<file path="src/design/spi_pkg.sv">
// Purpose: shared constants and types of the serial peripheral port
// Assumes: 40 MHz sys_clk, one byte shifted per transfer
// Notes:   rate codes map onto sys_clk dividers, never faster than f/4
package spi_pkg;

  // rate select codes, {rate_select_high, rate_select_low}
  localparam logic [1:0] RATE_F4  = 2'h0;
  localparam logic [1:0] RATE_F8  = 2'h1;
  localparam logic [1:0] RATE_F32 = 2'h2;
  localparam logic [1:0] RATE_F64 = 2'h3;

  // shift clock period in sys_clk cycles for each code
  localparam logic [6:0] DIV_F4  = 7'h04;
  localparam logic [6:0] DIV_F8  = 7'h08;
  localparam logic [6:0] DIV_F32 = 7'h20;
  localparam logic [6:0] DIV_F64 = 7'h40;

  // bit slots at the start of a transfer that show the load window
  localparam int LOAD_WINDOW_SLOTS = 4;

  // reset values
  localparam logic [5:0] RATE_CNT_RESET = 6'h00;
  localparam logic       FLAG_RESET     = 1'b0;

  // transfer engine phases
  typedef enum logic [1:0] {
    PH_IDLE,
    PH_WAIT,
    PH_RUN
  } phase_type;

endpackage : spi_pkg

</file>
<file path="src/design/spi_rate_if.sv">
// Purpose: carries rate choice and bit slot ticks between engine and divider
// Assumes: single sys_clk domain
// Notes:   ticks are one-cycle pulses from flip-flops
`timescale 1ns/1ps
interface spi_rate_if;
  logic [1:0] rate_sel;
  logic       half_tick;
  logic       slot_tick;

  modport gen  (input rate_sel, output half_tick, output slot_tick);
  modport user (output rate_sel, input half_tick, input slot_tick);
endinterface : spi_rate_if

</file>
<file path="src/design/spi_rate_gen.sv">
// Purpose: free-running divider giving half-bit and full-bit slot ticks
// Assumes: rate_sel may change at any time; counter wraps cleanly
// Notes:   slot_tick marks a bit slot boundary, half_tick each sck edge
`timescale 1ns/1ps
module spi_rate_gen (
  input wire logic   sys_clk,
  input wire logic   rstn,
  spi_rate_if.gen    port
);

  typedef struct packed {
    logic [5:0] cnt;
    logic       half_tick;
    logic       slot_tick;
  } rate_state_type;

  rate_state_type q, d;
  logic [6:0]     div;
  logic [5:0]     last;
  logic [5:0]     mid;

  // divider for the selected code
  function automatic logic [6:0] rate_div(input logic [1:0] sel);
    unique case (sel)
      spi_pkg::RATE_F4:  rate_div = spi_pkg::DIV_F4;
      spi_pkg::RATE_F8:  rate_div = spi_pkg::DIV_F8;
      spi_pkg::RATE_F32: rate_div = spi_pkg::DIV_F32;
      spi_pkg::RATE_F64: rate_div = spi_pkg::DIV_F64;
    endcase
  endfunction : rate_div

  // count one shift clock period, tick at its middle and its end
  always_comb begin
    div = rate_div(port.rate_sel);
    last = 6'(div - 7'h01);
    mid = 6'((div >> 1) - 7'h01);
    d = q;
    d.cnt = (q.cnt >= last) ? 6'h00 : 6'(q.cnt + 6'h01);
    d.half_tick = (q.cnt == mid) || (q.cnt >= last);
    d.slot_tick = (q.cnt >= last);
  end

  always_ff @(posedge sys_clk or negedge rstn) begin
    if (!rstn) begin
      q <= '{cnt: spi_pkg::RATE_CNT_RESET, half_tick: 1'b0, slot_tick: 1'b0};
    end else begin
      q <= d;
    end
  end

  assign port.half_tick = q.half_tick;
  assign port.slot_tick = q.slot_tick;

endmodule : spi_rate_gen

</file>
<file path="src/design/spi_master_slave_buffered.sv">
// Purpose: full-duplex byte serial port, master or slave, normal/enhanced
// Assumes: all pins synchronous to sys_clk; slave sck well below f/4
// Notes:   pins split into in/out/oe; outputs all come from flip-flops
// How it works
// - sck output as master, input as slave
// - master_select sets data pin directions
// - master ignores slave select pin
// - slave active only while select is low
// - master data write starts clock and shifting
// - master start waits for next bit slot
// - after byte: stop, done flag, read buffer
// - interrupt needs both enables set
// - one data address: read buffer, write path
// - normal write while busy: collision, byte dropped
// - enhanced write while busy loads holding buffer, flags full
// - full flag clears when held byte loads
// - enhanced write when idle starts at once
// - load window flag over first four slots
// - held byte at completion continues without stopping
// - shift clock never above f/4
// - receive always buffered, transmit only enhanced
// - wake request only in slave operation
// - rate code picks f/4, f/8, f/32, f/64
// - bit order selects lsb or msb first
// - polarity sets shift clock idle level
// - unreloaded slave echoes last received byte
`timescale 1ns/1ps
module spi_master_slave_buffered #(
  parameter int DATA_W = 8
) (
  input  wire logic              sys_clk,
  input  wire logic              rstn,
  input  wire logic              spi_enable,
  input  wire logic              master_select,
  input  wire logic              enhanced_mode,
  input  wire logic              bit_order_select,
  input  wire logic              clk_polarity,
  input  wire logic              clk_phase,
  input  wire logic              rate_select_high,
  input  wire logic              rate_select_low,
  input  wire logic              spi_irq_enable,
  input  wire logic              serial_port_irq_enable,
  input  wire logic              data_write,
  input  wire logic [DATA_W-1:0] data_write_value,
  input  wire logic              done_clear,
  input  wire logic              collision_clear,
  input  wire logic              sck_in,
  input  wire logic              mosi_in,
  input  wire logic              miso_in,
  input  wire logic              ss_n_in,
  output logic [DATA_W-1:0]      spi_data_buffer,
  output logic                   transfer_done_flag,
  output logic                   collision_buffer_full_flag,
  output logic                   load_window_flag,
  output logic                   irq_req,
  output logic                   wake_req,
  output logic                   sck_out,
  output logic                   sck_oe,
  output logic                   mosi_out,
  output logic                   mosi_oe,
  output logic                   miso_out,
  output logic                   miso_oe
);

  localparam int EDGES = 2 * DATA_W;
  localparam int CW    = $clog2(EDGES + 1); // room for the window count too
  localparam logic [CW-1:0] LAST_EDGE = CW'(EDGES - 1);
  localparam logic [CW-1:0] WIN_EDGES = CW'(2 * spi_pkg::LOAD_WINDOW_SLOTS);

  generate
    if (DATA_W < 4 || DATA_W > 32) begin : g_bad_width
      $error("DATA_W must lie between 4 and 32");
    end
  endgenerate

  typedef struct packed {
    spi_pkg::phase_type ph;
    logic [DATA_W-1:0]  sh;
    logic [DATA_W-1:0]  hold;
    logic [DATA_W-1:0]  rd;
    logic [CW-1:0]      edges;
    logic               rx_bit;
    logic               dout;
    logic               sck;
    logic               sck_prev;
    logic               done;
    logic               coll;
    logic               lw;
    logic               irq;
    logic               wake;
    logic               sck_oe;
    logic               mosi_oe;
    logic               miso_oe;
  } port_state_type;

  port_state_type q, d;
  spi_rate_if     rif ();
  logic           busy;
  logic           ev;
  logic           lead;
  logic           in_bit;
  logic           comp;
  logic           slave_sel;

  // bit presented on the data line for the chosen order
  function automatic logic out_bit(input logic [DATA_W-1:0] s,
                                   input logic              lsb_first);
    out_bit = lsb_first ? s[0] : s[DATA_W-1];
  endfunction : out_bit

  // shift one received bit in, opposite end to the one going out
  function automatic logic [DATA_W-1:0] shift_in(input logic [DATA_W-1:0] s,
                                                 input logic b,
                                                 input logic lsb_first);
    shift_in = lsb_first ? {b, s[DATA_W-1:1]} : {s[DATA_W-2:0], b};
  endfunction : shift_in

  assign rif.rate_sel = {rate_select_high, rate_select_low};

  spi_rate_gen u_rate (
    .sys_clk (sys_clk),
    .rstn    (rstn),
    .port    (rif.gen)
  );

  // transfer engine, flags and pin control
  always_comb begin
    d = q;
    ev = 1'b0;
    lead = 1'b0;
    comp = 1'b0;
    slave_sel = spi_enable && !master_select && !ss_n_in;
    busy = (q.ph != spi_pkg::PH_IDLE);
    in_bit = master_select ? miso_in : mosi_in;
    d.sck_prev = sck_in;
    // software clears first so hardware sets below win
    if (done_clear) begin
      d.done = 1'b0;
    end
    if (collision_clear) begin
      d.coll = 1'b0;
    end
    // shift clock edges: own divider as master, pin as slave
    if (master_select && q.ph == spi_pkg::PH_RUN && rif.half_tick) begin
      ev = 1'b1;
      lead = !q.edges[0];
      d.sck = !q.sck;
    end else if (!master_select && slave_sel && sck_in != q.sck_prev) begin
      ev = 1'b1;
      lead = (sck_in != clk_polarity);
      d.ph = spi_pkg::PH_RUN;
    end
    if (master_select && q.ph == spi_pkg::PH_WAIT && rif.slot_tick) begin
      d.ph = spi_pkg::PH_RUN;
      d.edges = '0;
    end
    // sample and shift on the edges chosen by the phase control
    if (ev) begin
      if (lead) begin
        if (clk_phase) begin
          d.dout = out_bit(q.sh, bit_order_select);
        end else begin
          d.rx_bit = in_bit;
        end
      end else begin
        d.sh = shift_in(q.sh, clk_phase ? in_bit : q.rx_bit,
                        bit_order_select);
        if (!clk_phase) begin
          d.dout = out_bit(d.sh, bit_order_select);
        end
      end
      d.edges = CW'(q.edges + 1'b1);
      if (q.edges == LAST_EDGE) begin
        comp = 1'b1;
      end
    end
    // end of byte: receive buffer loads, possibly chain the held byte
    if (comp) begin
      d.rd = d.sh;
      d.done = 1'b1;
      d.edges = '0;
      if (enhanced_mode && q.coll) begin
        d.sh = q.hold;
        d.coll = 1'b0;
        d.ph = spi_pkg::PH_RUN;
        d.dout = out_bit(q.hold, bit_order_select);
      end else begin
        d.ph = spi_pkg::PH_IDLE;
      end
    end
    // deselected slave drops any partial byte
    if (!master_select && !slave_sel) begin
      d.ph = spi_pkg::PH_IDLE;
      d.edges = '0;
    end
    // data register write path
    if (data_write && spi_enable) begin
      if (busy && !enhanced_mode) begin
        d.coll = 1'b1;
      end else if (busy) begin
        d.hold = data_write_value;
        d.coll = 1'b1;
      end else begin
        d.sh = data_write_value;
        d.edges = '0;
        if (enhanced_mode) begin
          d.coll = 1'b0;
        end
        if (master_select) begin
          d.ph = spi_pkg::PH_WAIT;
        end
      end
    end
    if (!spi_enable) begin
      d.ph = spi_pkg::PH_IDLE;
      d.edges = '0;
    end
    // idle line levels
    if (d.ph != spi_pkg::PH_RUN) begin
      d.sck = clk_polarity;
      d.dout = out_bit(d.sh, bit_order_select);
    end
    d.lw = (d.ph == spi_pkg::PH_RUN) && (d.edges < WIN_EDGES);
    d.irq = d.done && spi_irq_enable && serial_port_irq_enable;
    d.wake = d.done && spi_enable && !master_select;
    d.sck_oe = spi_enable && master_select;
    d.mosi_oe = spi_enable && master_select;
    d.miso_oe = slave_sel;
  end

  always_ff @(posedge sys_clk or negedge rstn) begin
    if (!rstn) begin
      q <= '{ph: spi_pkg::PH_IDLE, sh: '0, hold: '0, rd: '0, edges: '0,
             rx_bit: 1'b0, dout: 1'b0, sck: 1'b0, sck_prev: 1'b0,
             done: spi_pkg::FLAG_RESET, coll: spi_pkg::FLAG_RESET,
             lw: 1'b0, irq: 1'b0, wake: 1'b0, sck_oe: 1'b0,
             mosi_oe: 1'b0, miso_oe: 1'b0};
    end else begin
      q <= d;
    end
  end

  // outputs straight from the state flip-flops
  assign spi_data_buffer            = q.rd;
  assign transfer_done_flag         = q.done;
  assign collision_buffer_full_flag = q.coll;
  assign load_window_flag           = q.lw;
  assign irq_req                    = q.irq;
  assign wake_req                   = q.wake;
  assign sck_out                    = q.sck;
  assign sck_oe                     = q.sck_oe;
  assign mosi_out                   = q.dout;
  assign mosi_oe                    = q.mosi_oe;
  assign miso_out                   = q.dout;
  assign miso_oe                    = q.miso_oe;

  // checks on the engine
  chk_sck_drive_dir: assert property (@(posedge sys_clk) disable iff (!rstn)
    spi_enable && master_select |=> sck_oe && mosi_oe && !miso_oe)
    else $error("master does not drive sck and mosi");
  chk_slave_pins: assert property (@(posedge sys_clk) disable iff (!rstn)
    spi_enable && !master_select && !ss_n_in |=> miso_oe && !sck_oe)
    else $error("selected slave pin directions wrong");
  chk_slave_deselect: assert property (@(posedge sys_clk) disable iff (!rstn)
    !master_select && ss_n_in |=> q.ph == spi_pkg::PH_IDLE && !miso_oe)
    else $error("deselected slave still active");
  chk_start_slot: assert property (@(posedge sys_clk) disable iff (!rstn)
    master_select && spi_enable && q.ph == spi_pkg::PH_WAIT && !rif.slot_tick
    |=> q.ph == spi_pkg::PH_WAIT && $stable(sck_out))
    else $error("master clocked before bit slot");
  chk_norm_collide: assert property (@(posedge sys_clk) disable iff (!rstn)
    data_write && spi_enable && !enhanced_mode && busy
    |=> collision_buffer_full_flag && $stable(q.hold))
    else $error("normal mode collision not flagged");
  chk_enh_hold: assert property (@(posedge sys_clk) disable iff (!rstn)
    data_write && spi_enable && enhanced_mode && busy
    |=> collision_buffer_full_flag && q.hold == $past(data_write_value))
    else $error("enhanced write not held");
  chk_enh_idle_go: assert property (@(posedge sys_clk) disable iff (!rstn)
    data_write && spi_enable && enhanced_mode && !busy && master_select
    |=> !collision_buffer_full_flag && q.ph == spi_pkg::PH_WAIT)
    else $error("idle enhanced write did not start");
  chk_done_stop: assert property (@(posedge sys_clk) disable iff (!rstn)
    comp && !(enhanced_mode && q.coll) && !data_write
    |=> transfer_done_flag && q.ph == spi_pkg::PH_IDLE
        && spi_data_buffer == $past(d.sh))
    else $error("completion did not stop and flag");
  chk_chain: assert property (@(posedge sys_clk) disable iff (!rstn)
    comp && enhanced_mode && q.coll && !data_write && master_select
    |=> q.ph == spi_pkg::PH_RUN && !collision_buffer_full_flag
        && q.sh == $past(q.hold))
    else $error("held byte not chained");
  chk_window_start: assert property (@(posedge sys_clk) disable iff (!rstn)
    $rose(q.ph == spi_pkg::PH_RUN) |-> load_window_flag)
    else $error("load window missing at transfer start");
  chk_sck_rate: assert property (@(posedge sys_clk) disable iff (!rstn)
    master_select && $changed(sck_out) |=> $stable(sck_out))
    else $error("shift clock faster than f/4");
  chk_irq_gate: assert property (@(posedge sys_clk) disable iff (!rstn)
    irq_req |-> $past(spi_irq_enable && serial_port_irq_enable))
    else $error("interrupt without both enables");

endmodule : spi_master_slave_buffered

</file>
<file path="config.mk">
export PLATFORM = sky130hd
export DESIGN_NAME = spi_master_slave_buffered
export DESIGN_NICKNAME = d
export VERILOG_FILES = /design/src/design/spi_pkg.sv /design/src/design/spi_rate_if.sv /design/src/design/spi_rate_gen.sv /design/src/design/spi_master_slave_buffered.sv
export SDC_FILE = /design/constraint.sdc
export NUM_CORES = 1
export LEC_CHECK = 0
export ABC_CLOCK_PERIOD_IN_PS = 4300
export BUFFER_PORTS_ARGS = -buffer_cell sky130_fd_sc_hd__buf_4
export CORE_ASPECT_RATIO = 1.2
export CORE_MARGIN = 5
export CORE_UTILIZATION = 60
export CTS_BUF_LIST = sky130_fd_sc_hd__clkbuf_4 sky130_fd_sc_hd__clkbuf_8
export DETAILED_ROUTE_END_ITERATION = 8
export PLACE_DENSITY = 0.9
export SYNTH_ARGS = -nofsm -noshare
export SYNTH_HDL_FRONTEND = slang
export SYNTH_SLANG_ARGS = --single-unit
</file>
<file path="constraint.sdc">
create_clock -name sys_clk -period 4.3 [get_ports sys_clk]
set_input_delay 0.86 -clock sys_clk [delete_from_list [all_inputs] [get_ports sys_clk]]
set_output_delay 0.86 -clock sys_clk [all_outputs]
set_load 0.1 [all_outputs]
</file>
==> results of run 1 <==
## through the flow
stage,worst slack (ns),hold WS [ns],total power [W]
floorplan,1.78,0.447,0.000866
global placement,1.30,0.469,0.000946
detailed placement,1.18,0.477,0.000959
CTS,1.10,0.497,0.00129
global route,0.844,0.513,0.00136
finish,1.10,0.491,0.00129
## logic make-up (layout without fill, tap and decap cells)
logic type               count (synthesis)  in the layout  share of synthesized area [%]
buffers and inverters                   31             64                           5.84
multiplexers                            31             31                           12.9
AND/OR/NAND/NOR                         89             89                           16.1
XOR/XNOR                                13             13                           4.12
AO/OA/AOI/OAI                           49             49                           12.1
adder cells (fa/ha/maj)                  8              8                           3.62
flip-flops                              50             50                           45.3
## worst min-delay path, delay by kind of cell (launching register included)
kind | cells | cell delay, ns
and+or+nand+nor | 1 | 0.05
AOI/OAI and AO/OA | 1 | 0.05
DFF | 1 | 0.35
## final timing paths
kind                                                start                              to  slack, ns  cells past startpoint
max                                       q[12]$_DFF_PN0_              miso_out$_DFF_PN0_       1.10                      9
min                        spi_data_buffer[0]$_DFFE_PN0N_  spi_data_buffer[0]$_DFFE_PN0N_       0.49                      2
max reg2reg                               q[12]$_DFF_PN0_              miso_out$_DFF_PN0_       1.10                      9
min reg2reg                spi_data_buffer[0]$_DFFE_PN0N_  spi_data_buffer[0]$_DFFE_PN0N_       0.49                      2
max in group asynchronous                            rstn               q[26]$_DFFE_PN0P_       3.34                      1
min in group asynchronous                            rstn              wake_req$_DFF_PN0_       0.55                      1
## cell usage in the layout, fill, tap and decap left out, types with 3 or more instances in the layout
cell	count
dfrtp_1	50
and3_1	3
a31oi_1	7
and3b_1	3
mux2_1	7
o21ai_0	7
nor2_1	30
nor2b_1	4
inv_1	10
xnor2_1	6
a21oi_1	10
nor3_1	3
clkbuf_8	5
buf_4	45
ha_1	8
mux2i_1	4
a221oi_1	3
xor2_1	7
mux2_2	19
o31ai_1	4
nand2b_1	5
nand2_1	25
## Yosys cell counts, drive strengths merged (2+ instances only)
cell	instances	area [µm²]
dfrtp	50	1250
nor2	30	113
mux2	26	293
nand2	25	93.8
buf	13	92.6
a21oi	10	50.1
inv	10	37.5
o21ai	9	52.6
ha	8	100
a31oi	7	43.8
clkbuf	7	26.3
xor2	7	61.3
xnor2	6	52.6
nand2b	5	31.3
mux2i	4	40.0
nor2b	4	25.0
o31ai	4	30.0
a221oi	3	26.3
and3	3	18.8
and3b	3	26.3
nor3	3	15.0
a21o	2	15.0
a2bb2oi	2	17.5
and2	2	12.5
nand3	2	10.0
nand4	2	12.5
nand4b	2	17.5
nor3b	2	15.0
o211ai	2	15.0
o21a	2	15.0
## area by class of cell
| cell class | count | area (µm²) | area share (%) |
|---|---|---|---|
| inverters | 11 | 42.5 | 1.34 |
| multi-input cells | 190 | 1350 | 42.6 |
| well taps | 58 | 72.6 | 2.29 |
| flip-flops and latches | 50 | 1250 | 39.5 |
| repair buffers | 45 | 338 | 10.7 |
| clock buffers | 5 | 68.8 | 2.17 |
| clock inverters | 3 | 43.8 | 1.38 |
## where the power goes
| part | internal (W) | total (W) | leakage [nW] | switching (W) |
|---|---|---|---|---|
| combinational | 0.000151 | 0.000348 | 0.832 | 0.000197 |
| clock | 0.000174 | 0.000331 | 0.0585 | 0.000157 |
| sequential | 0.000542 | 0.000609 | 0.638 | 0.0000667 |
| total | 0.000867 | 0.00129 | 1.53 | 0.000421 |
## per-layer routing
| layer | wire length, µm | vias up | global-route usage, % | part of all wire [%] |
|---|---|---|---|---|
| met5 | 0 | - | 0 | 0 |
| met2 | 3000 | 70 | 35.8 | 52 |
| met4 | 153 | 0 | 9.23 | 2.7 |
| li1 | - | 1007 | - | - |
| met3 | 307 | 14 | 3.71 | 5.3 |
| met1 | 2300 | 1006 | 24.0 | 40 |
## state kept, by name (all words and copies together), names as in the netlist
name                        count
u_rate.port.half_tick           1
wake_req                        1
collision_buffer_full_flag      1
load_window_flag                1
spi_data_buffer                 8
miso_oe                         1
transfer_done_flag              1
u_rate.q                        6
sck_out                         1
u_rate.port.slot_tick           1
mosi_oe                         1
irq_req                         1
miso_out                        1
q                              25
==> impl_metrics.py, run 1 <==
metrics = {
    "yosys": {
        "yosysSeqAreaShare_pct": 45.3,
        "synth_ff_type": "dfrtp_1",
        "synth-async-reset-ratio_pct": 100,
        "syn_area_um2": 2760,
        "synth_warnings": 0,
        "netlist_instances": 271,
        "synth_cell_types": 49,
        "ys_seq_elements": 50,
        "synth_nets": 306,
        "synth_area_per_cell_um2": 10.2,
        "synth_edf_count": 0,
    },
    "cells_and_area": {
        "nets": 338,
        "fillCellCount": 345,
        "diodes": 0,
        "syn_to_final_growth_pct": 14.6,
        "layoutNonFillerInstCount": 362,
        "postLayoutCoreUtil_pct": 70.0,
        "drive_gt1_share_pct": 26.3,
        "final_area_um2": 3170,
    },
    "cts": {
        "clk_pin_slew_ns": 0.10,
        "hold_buffers": 0,
        "clockRootBuffer": "clkbuf_8",
        "tritoncts": "built",
        "h-tree-depth": 2,
        "clockBufferDepth": 2,
        "cts.sink_count": 50,
        "post_cts_buffers": 0,
        "clk_latency_ns": 0.31,
        "cts-resized-gates": 0,
        "numCtsBuffers": 5,
    },
    "sta": {
        "rsz0062_at_grt": "false",
        "hold_viol": 0,
        "period_needed_ns": 3.20,
        "relSlewSlack_pct": 43.2,
        "max_freq_mhz": 313,
        "worst_pin_slew_ns": 0.852,
        "finalSetupTns_ns": 0,
        "fin_skew_ns": 0.0114,
        "fin_crit_sh_pct": 74.3,
        "maxSlewViolCount": 0,
        "setup_viol": 0,
    },
    "floorplanning": {
        "dieArea_um2": 6070,
        "core.rowCount": 27,
        "core-area_um2": 4530,
        "fp.dieH_um": 84.3,
        "initial_core_util_pct": 61.0,
        "io_pins": 46,
        "fp.dieW_um": 71.9,
    },
    "critical_path": {
        "cp_common_cell": "ha_1",
        "cp_cell_sequence": "ha_1 -> and3_1 -> ha_1 -> and4bb_1 -> a22oi_2 -> nor2_1 -> a2bb2oi_1 -> mux4_2 -> mux2i_1",
        "critPathArrivalTime_ns": 3.39,
        "critical_path.top_delay_family": "compound AO/OA/AOI/OAI gates",
        "crit_fanout": 17,
        "endpoint_kind": "flip-flop",
        "slowest_stage": "a22oi_2",
        "cp_slowest_stage_delay_ns": 0.68,
        "crit_required_ns": 4.50,
        "startpoint_type": "flip-flop",
        "crit_type": "flip-flop to flip-flop",
        "path_buf_inv": 0,
    },
    "status": {
        "status": "finished clean",
    },
    "detailed_routing": {
        "drt_wl_total_um": 5760,
        "remaining_drc_errors": 0,
        "routed-via-count": 2097,
        "drt-wirelength-per-cell_um": 15.9,
        "drt_iter0_markers": 143,
        "via_per_inst": 5.79,
        "postRouteAntennaNets": 0,
        "firstDrtPassIters": 4,
    },
    "grt": {
        "gr-usage-all-layers_pct": 20.4,
        "antenna_found_initial": 0,
        "grt_max_degree": 51,
        "grt_pass1_wl_um": 9850,
        "grt_pass1_vias": 2137,
        "grt_overflow_total": 0,
    },
    "placement": {
        "portBuffers": 45,
        "dpl-instance-area_um2": 3050,
        "gp_congestion": 0.893,
        "placedCellCount": 354,
        "detailed_place_hpwl_um": 4210,
    },
    "power_and_ir_drop": {
        "ir_worst_vdd_uv": 271,
        "leakage_nw": 1.53,
        "p_per_area_nw_per_um2": 407,
    },
    "worst_hold_path": {
        "hp-class": "flip-flop to flip-flop",
    },
    "job": {
        "maxCapViolCount": 0,
    },
}
(Power assumes the default switching activity.)
==> inputs of run 2 (changes only) <==
--- a/config.mk
+++ b/config.mk
@@ -5,14 +5,15 @@
 export SDC_FILE = /design/constraint.sdc
 export NUM_CORES = 1
 export LEC_CHECK = 0
-export ABC_CLOCK_PERIOD_IN_PS = 4300
+export ABC_AREA = 1
+export ABC_CLOCK_PERIOD_IN_PS = 3200
 export BUFFER_PORTS_ARGS = -buffer_cell sky130_fd_sc_hd__buf_4
 export CORE_ASPECT_RATIO = 1.2
 export CORE_MARGIN = 5
-export CORE_UTILIZATION = 60
+export CORE_UTILIZATION = 59
 export CTS_BUF_LIST = sky130_fd_sc_hd__clkbuf_4 sky130_fd_sc_hd__clkbuf_8
 export DETAILED_ROUTE_END_ITERATION = 8
-export PLACE_DENSITY = 0.9
+export PLACE_DENSITY = 0.89
 export SYNTH_ARGS = -nofsm -noshare
 export SYNTH_HDL_FRONTEND = slang
 export SYNTH_SLANG_ARGS = --single-unit
==> constraint.sdc (replaced) <==
create_clock -name sys_clk -period 3.2 [get_ports sys_clk]
set_input_delay 0.64 -clock sys_clk [delete_from_list [all_inputs] [get_ports sys_clk]]
set_output_delay 0.64 -clock sys_clk [all_outputs]
set_load 0.1 [all_outputs]
==> run 2 against run 1 <==
Compared with the run above: critical path depth is 3 higher; die area is 6.0% higher; design area is 3.9% higher; sequential share of layout area is 1.5 points lower; sequential power is 33% higher.
==> impl_metrics.py, run 2 <==
metrics = {
    "cts": {
        "clockRootBuffer": "clkbuf_8",
        "h-tree-depth": 2,
        "tritoncts": "built",
        "clockBufferDepth": 2,
        "post_cts_buffers": 0,
        "cts-resized-gates": 0,
        "clk_pin_slew_ns": 0.09,
        "numCtsBuffers": 5,
        "hold_buffers": 0,
        "cts.sink_count": 50,
        "clk_latency_ns": 0.31,
    },
    "detailed_routing": {
        "drt_iter0_markers": 184,
        "remaining_drc_errors": 0,
        "drt-wirelength-per-cell_um": 12.9,
        "firstDrtPassIters": 4,
        "via_per_inst": 5.35,
        "drt_wl_total_um": 5990,
        "routed-via-count": 2476,
        "postRouteAntennaNets": 0,
    },
    "sta": {
        "fin_crit_sh_pct": 72.7,
        "worst_pin_slew_ns": 0.603,
        "fin_skew_ns": 0.00955,
        "max_freq_mhz": 430,
        "rsz0062_at_grt": "false",
        "period_needed_ns": 2.33,
        "relSlewSlack_pct": 59.8,
        "setup_viol": 0,
        "hold_viol": 0,
        "maxSlewViolCount": 0,
        "finalSetupTns_ns": 0,
        "fin_ws_ns": 0.875,
    },
    "yosys": {
        "synth_top_family_by_area": "simple AND/OR/NAND/NOR gates",
        "synth_edf_count": 0,
        "synth_warnings": 0,
        "synthSimpleGateAreaFrac_pct": 27.9,
        "synth_top_area_cell": "dfrtp_1",
        "synth-async-reset-ratio_pct": 100,
        "synthMuxAreaShare_pct": 2.33,
        "synth_ff_type": "dfrtp_1",
        "synthAdderAreaFrac_pct": 3.45,
        "netlist_instances": 366,
        "ys_seq_elements": 50,
        "syn_area_um2": 2900,
        "synthMostInstantiatedCell": "nand2_1",
        "synth_compound_area_share_pct": 10.8,
        "synth_cell_types": 40,
        "synth_nets": 401,
        "synthXorXnorAreaFrac_pct": 1.21,
        "synth_top_area_share_pct": 43.1,
        "synth_area_leaders": "dfrtp_1 (43%), nand2_1 (13%), inv_1 (5.6%)",
        "synth_area_per_cell_um2": 7.93,
        "netlist_top_cells_count": "nand2_1 (103), dfrtp_1 (50), inv_1 (43), nor2_1 (24), o21ai_0 (20)",
        "yosysSeqAreaShare_pct": 43.1,
    },
    "cells_and_area": {
        "regMostFlops": "q",
        "layout_common_cells": "nand2_1 (103), dfrtp_1 (50), buf_4 (45)",
        "syn_to_final_growth_pct": 13.4,
        "multi_input_area_um2": 1330,
        "fillCellCount": 396,
        "layout_commonest_cell": "nand2_1",
        "ff_latch_area_um2": 1250,
        "largest_reg_flops": 25,
        "drive_gt1_share_pct": 22.3,
        "diodes": 0,
        "nets": 437,
    },
    "grt": {
        "gr-usage-all-layers_pct": 20.0,
        "grt_pass1_wl_um": 10100,
        "antenna_found_initial": 0,
        "grt_pass1_vias": 2428,
        "grt_max_degree": 51,
        "grt_overflow_total": 0,
    },
    "critical_path": {
        "crit_fanout": 4,
        "crit_required_ns": 3.43,
        "endpoint_kind": "flip-flop",
        "crit_type": "input pin to flip-flop",
        "rr_endpoint": "miso_out$_DFF_PN0_",
        "r2r_start": "q[12]$_DFF_PN0_",
        "ff2ff_path_depth": 11,
        "critPathArrivalTime_ns": 2.55,
        "regToRegSetupSlack_ns": 1.06,
        "startpoint_type": "input pin",
    },
    "power_and_ir_drop": {
        "leakage_nw": 1.79,
        "p_per_area_nw_per_um2": 513,
        "ir_worst_vdd_uv": 391,
    },
    "job": {
        "maxCapViolCount": 0,
    },
    "floorplanning": {
        "io_pins": 46,
        "core-area_um2": 4870,
        "core.rowCount": 28,
        "fp.dieW_um": 74.0,
        "fp.dieH_um": 86.8,
        "initial_core_util_pct": 59.6,
        "dieArea_um2": 6430,
    },
    "placement": {
        "gp_congestion": 0.812,
        "pre_cts_ws_ns": 0.545,
        "portBuffers": 45,
        "detailed_place_hpwl_um": 4670,
    },
    "status": {
        "status": "finished clean",
    },
    "worst_hold_path": {
        "hp-class": "input pin to asynchronous set/reset pin",
    },
}
==> run 2: cell count changes in the layout (fill, tap and decap cells not counted), sizes merged, moves of 5 or more <==
cell    previous run  this run
inv               11        54
nand3              2        19
o21ai              9        34
nand2b             5         0
a31oi              7         1
mux2              26         6
xor2               7         2
nand2             25       110
==> run 2: worst max-delay path by stage <==
stage                          start               endpoint  slack, ns  cells past startpoint
floorplan           rate_select_high  u_rate.q[5]$_DFF_PN0_       0.93                     11
global placement    rate_select_high  u_rate.q[5]$_DFF_PN0_       0.68                     12
detailed placement  rate_select_high  u_rate.q[7]$_DFF_PN0_       0.55                     12
CTS                 rate_select_high  u_rate.q[7]$_DFF_PN0_       0.88                     12
global route        rate_select_high  u_rate.q[5]$_DFF_PN0_       0.64                     12
finish              rate_select_high  u_rate.q[5]$_DFF_PN0_       0.87                     12
==> run 2: layout make-up <==
class | count | share of cell area, %
multi-input cells | 247 | 40.3
flip-flops and latches | 50 | 38.0
repair buffers | 45 | 10.3
inverters | 53 | 6.12
clock buffers | 6 | 2.51
well taps | 60 | 2.28
clock inverters | 2 | 0.494
==> run 2: report_power, final <==
part	leakage, nW	switching, W	internal, W	total, W
combinational	1.09	0.000310	0.000178	0.000488
sequential	0.650	0.0000782	0.000729	0.000807
clock	0.0478	0.000213	0.000178	0.000391
total	1.79	0.000602	0.00108	0.00169
==> run 2: layer usage <==
layer	track usage [%]	wire, µm	up-vias
li1	-	-	1235
met1	22.8	2360	1163
met3	3.71	322	11
met2	36.2	3220	67
met5	0	0	-
met4	7.74	93	0
==> run 2: worst max-delay path, cell delays in order <==
cell and delay [ns]:
buf_4 0.12, nor2_1 0.20, inv_1 0.08, ha_1 0.33, ha_1 0.30, nand2_1 0.06, inv_1 0.03, o21ai_0 0.13
nand2_1 0.06, a31oi_1 0.31, o21ai_0 0.15, a21oi_1 0.14
==> run 2: kinds of logic (layout without fill, tap and decap cells) <==
kind of cell / Yosys count / in the layout
AO/OA/AOI/OAI: 55 / 55
XOR/XNOR: 4 / 4
adder cells (fa/ha/maj): 8 / 8
buffers and inverters: 69 / 106
flip-flops: 50 / 50
multiplexers: 6 / 6
AND/OR/NAND/NOR: 174 / 174
==> run 2: through the flow <==
step	instance area (µm²)	std cells	total power, W	util (%)	hold slack (ns)
2_1_floorplan	2900	366	0.00116	-	0.344
3_3_place_gp	3190	455	0.00127	65.5	0.464
3_5_place_dp	3190	455	0.00130	65.5	0.467
4_1_cts	3290	463	0.00169	67.6	0.358
5_1_grt	3290	463	0.00179	67.6	0.396
6_report	3290	463	0.00169	67.6	0.326
==> inputs of run 3 (changes only) <==
--- a/config.mk
+++ b/config.mk
@@ -6,7 +6,7 @@
 export NUM_CORES = 1
 export LEC_CHECK = 0
 export ABC_AREA = 1
-export ABC_CLOCK_PERIOD_IN_PS = 3200
+export ABC_CLOCK_PERIOD_IN_PS = 2200
 export BUFFER_PORTS_ARGS = -buffer_cell sky130_fd_sc_hd__buf_4
 export CORE_ASPECT_RATIO = 1.2
 export CORE_MARGIN = 5
==> constraint.sdc (replaced) <==
create_clock -name sys_clk -period 2.2 [get_ports sys_clk]
set_input_delay 0.44 -clock sys_clk [delete_from_list [all_inputs] [get_ports sys_clk]]
set_output_delay 0.44 -clock sys_clk [all_outputs]
set_load 0.1 [all_outputs]
==> run 3 against run 2 <==
Compared with the run above: via count up 0.28%; routed wire length up 0.88%; design area up 1.4%; critical path depth up 1; clock skew up 0.0019 ns; sequential power up 45%; die area unchanged; sequential share of layout area down 0.51 points; sequential cell count unchanged; clock-buffer cell count down 1.
==> impl_metrics.py, run 3 (same netlist as run 2, synthesis figures left out) <==
metrics = {
    "status": {
        "status": "finished clean",
    },
    "critical_path": {
        "cp_common_cell": "nand2_1",
        "crit_fanout": 10,
        "startpoint_type": "flip-flop",
        "crit_required_ns": 2.39,
        "path_buf_inv": 3,
        "cp_slowest_stage_delay_ns": 0.42,
        "slowest_stage": "dfrtp_1",
        "endpoint_kind": "flip-flop",
        "critical_path.top_delay_family": "simple AND/OR/NAND/NOR gates",
        "crit_type": "flip-flop to flip-flop",
        "cp_cell_sequence": "ha_1 -> nand2_1 -> nor2_1 -> ha_1 -> buf_4 -> nand2_8 -> inv_4 -> nand2_1 -> nand4_1 -> nor2_2 -> inv_1 -> nand2_1 -> nand2_1",
        "critPathArrivalTime_ns": 2.28,
    },
    "floorplanning": {
        "core.rowCount": 28,
        "fp.dieW_um": 74.0,
        "core-area_um2": 4870,
        "io_pins": 46,
        "dieArea_um2": 6430,
        "initial_core_util_pct": 59.6,
        "fp.dieH_um": 86.8,
    },
    "sta": {
        "rsz0062_at_grt": "false",
        "maxSlewViolCount": 0,
        "fin_skew_ns": 0.0115,
        "whs_ns": 0.135,
        "worst_pin_slew_ns": 0.595,
        "period_needed_ns": 2.09,
        "hold_viol": 0,
        "max_freq_mhz": 477,
        "setup_viol": 0,
        "fin_crit_sh_pct": 95.2,
        "relSlewSlack_pct": 60.3,
    },
    "grt": {
        "grt_pass1_wl_um": 10300,
        "grt_pass1_vias": 2463,
        "antenna_found_initial": 0,
        "gr-usage-all-layers_pct": 20.4,
        "grt_max_degree": 51,
        "grt_overflow_total": 0,
    },
    "detailed_routing": {
        "firstDrtPassIters": 4,
        "drt_wl_total_um": 6050,
        "postRouteAntennaNets": 0,
        "drt_iter0_markers": 158,
        "remaining_drc_errors": 0,
        "drt-wirelength-per-cell_um": 12.9,
        "via_per_inst": 5.28,
        "routed-via-count": 2483,
    },
    "cts": {
        "clk_latency_ns": 0.30,
        "clockRootBuffer": "clkbuf_8",
        "cts.sink_count": 50,
        "clk_pin_slew_ns": 0.09,
        "numCtsBuffers": 5,
        "cts-resized-gates": 0,
        "hold_buffers": 0,
        "clockBufferDepth": 2,
        "post_cts_buffers": 0,
        "tritoncts": "built",
        "h-tree-depth": 2,
    },
    "placement": {
        "detailed_place_hpwl_um": 4710,
        "placedCellCount": 463,
        "gp_congestion": 0.832,
        "portBuffers": 45,
    },
    "power_and_ir_drop": {
        "ir_worst_vdd_uv": 570,
        "p_per_area_nw_per_um2": 717,
        "leakage_nw": 1.82,
    },
    "cells_and_area": {
        "largest_reg_flops": 25,
        "syn_to_final_growth_pct": 14.9,
        "fillCellCount": 382,
        "layout_commonest_cell": "nand2_1",
        "ff_latch_area_um2": 1250,
        "regMostFlops": "q",
        "layoutNonFillerInstCount": 470,
        "multi_input_area_um2": 1330,
        "postLayoutCoreUtil_pct": 68.5,
        "layout_common_cells": "nand2_1 (103), buf_4 (53), dfrtp_1 (50)",
        "diodes": 0,
        "nets": 445,
        "drive_gt1_share_pct": 23.7,
    },
    "worst_hold_path": {
        "hp-class": "input pin to asynchronous set/reset pin",
    },
    "job": {
        "maxCapViolCount": 0,
    },
}
-- run 3: changes by cell type in the layout (fill, tap and decap cells not counted) --
cell	before	now
buf_4	45	53
inv_6	1	0
clkbuf_8	6	5
clkinvlp_4	1	2
-- run 3: worst paths after layout --
check	start	end	slack, ns	cells past startpoint
min in group sys_clk	sck_in	q[8]$_DFF_PN0_	0.30	1
worst min-delay path	rstn	spi_data_buffer[5]$_DFFE_PN0N_	0.13	1
max in group asynchronous	rstn	collision_buffer_full_flag$_DFF_PN0_	1.66	1
worst min register to register	spi_data_buffer[5]$_DFFE_PN0N_	spi_data_buffer[5]$_DFFE_PN0N_	0.48	2
worst max-delay path	q[12]$_DFF_PN0_	miso_out$_DFF_PN0_	0.11	13
worst max register to register	q[12]$_DFF_PN0_	miso_out$_DFF_PN0_	0.11	13
-- run 3: cell type report --
class                   count  area share [%]
clock buffers               5            2.06
clock inverters             2           0.450
well taps                  60            2.25
flip-flops and latches     50            37.5
repair buffers             53            11.9
multi-input cells         247            39.8
inverters                  53            6.04
-- run 3: metrics by stage --
step | total power (W) | setup WS, ns | cell area (µm²) | TNS, ns
floorplan | 0.00169 | 0.128 | 2900 | 0
global placement | 0.00186 | -0.0313 | 3250 | -0.123
detailed placement | 0.00190 | -0.164 | 3250 | -0.923
CTS | 0.00240 | 0.102 | 3340 | 0
global route | 0.00256 | 0.00750 | 3340 | 0
finish | 0.00239 | 0.105 | 3340 | 0
-- run 3: power by group --
part,switching [W],internal [W],leakage [nW]
Combinational,0.000448,0.000264,1.13
Clock,0.000288,0.000217,0.0362
Sequential,0.000113,0.00106,0.650
-- run 3: metal layers --
layer  track usage [%]  vias to the layer above  routed length [µm]
li1                  -                     1259                   -
met3              3.60                       19                 345
met4              9.72                        0                 191
met2              37.0                       77                3210
met1              22.4                     1128                2300
met5                 0                        -                   0
-- run 3: worst reg2reg max path: stages (launching register included) --
cell and delay, ns:
dfrtp_1 0.42, ha_1 0.24, nand2_1 0.07, nor2_1 0.04, ha_1 0.23, buf_4 0.17
nand2_8 0.11, inv_4 0.08, nand2_1 0.06, nand4_1 0.14, nor2_2 0.14, inv_1 0.11
nand2_1 0.11, nand2_1 0.06
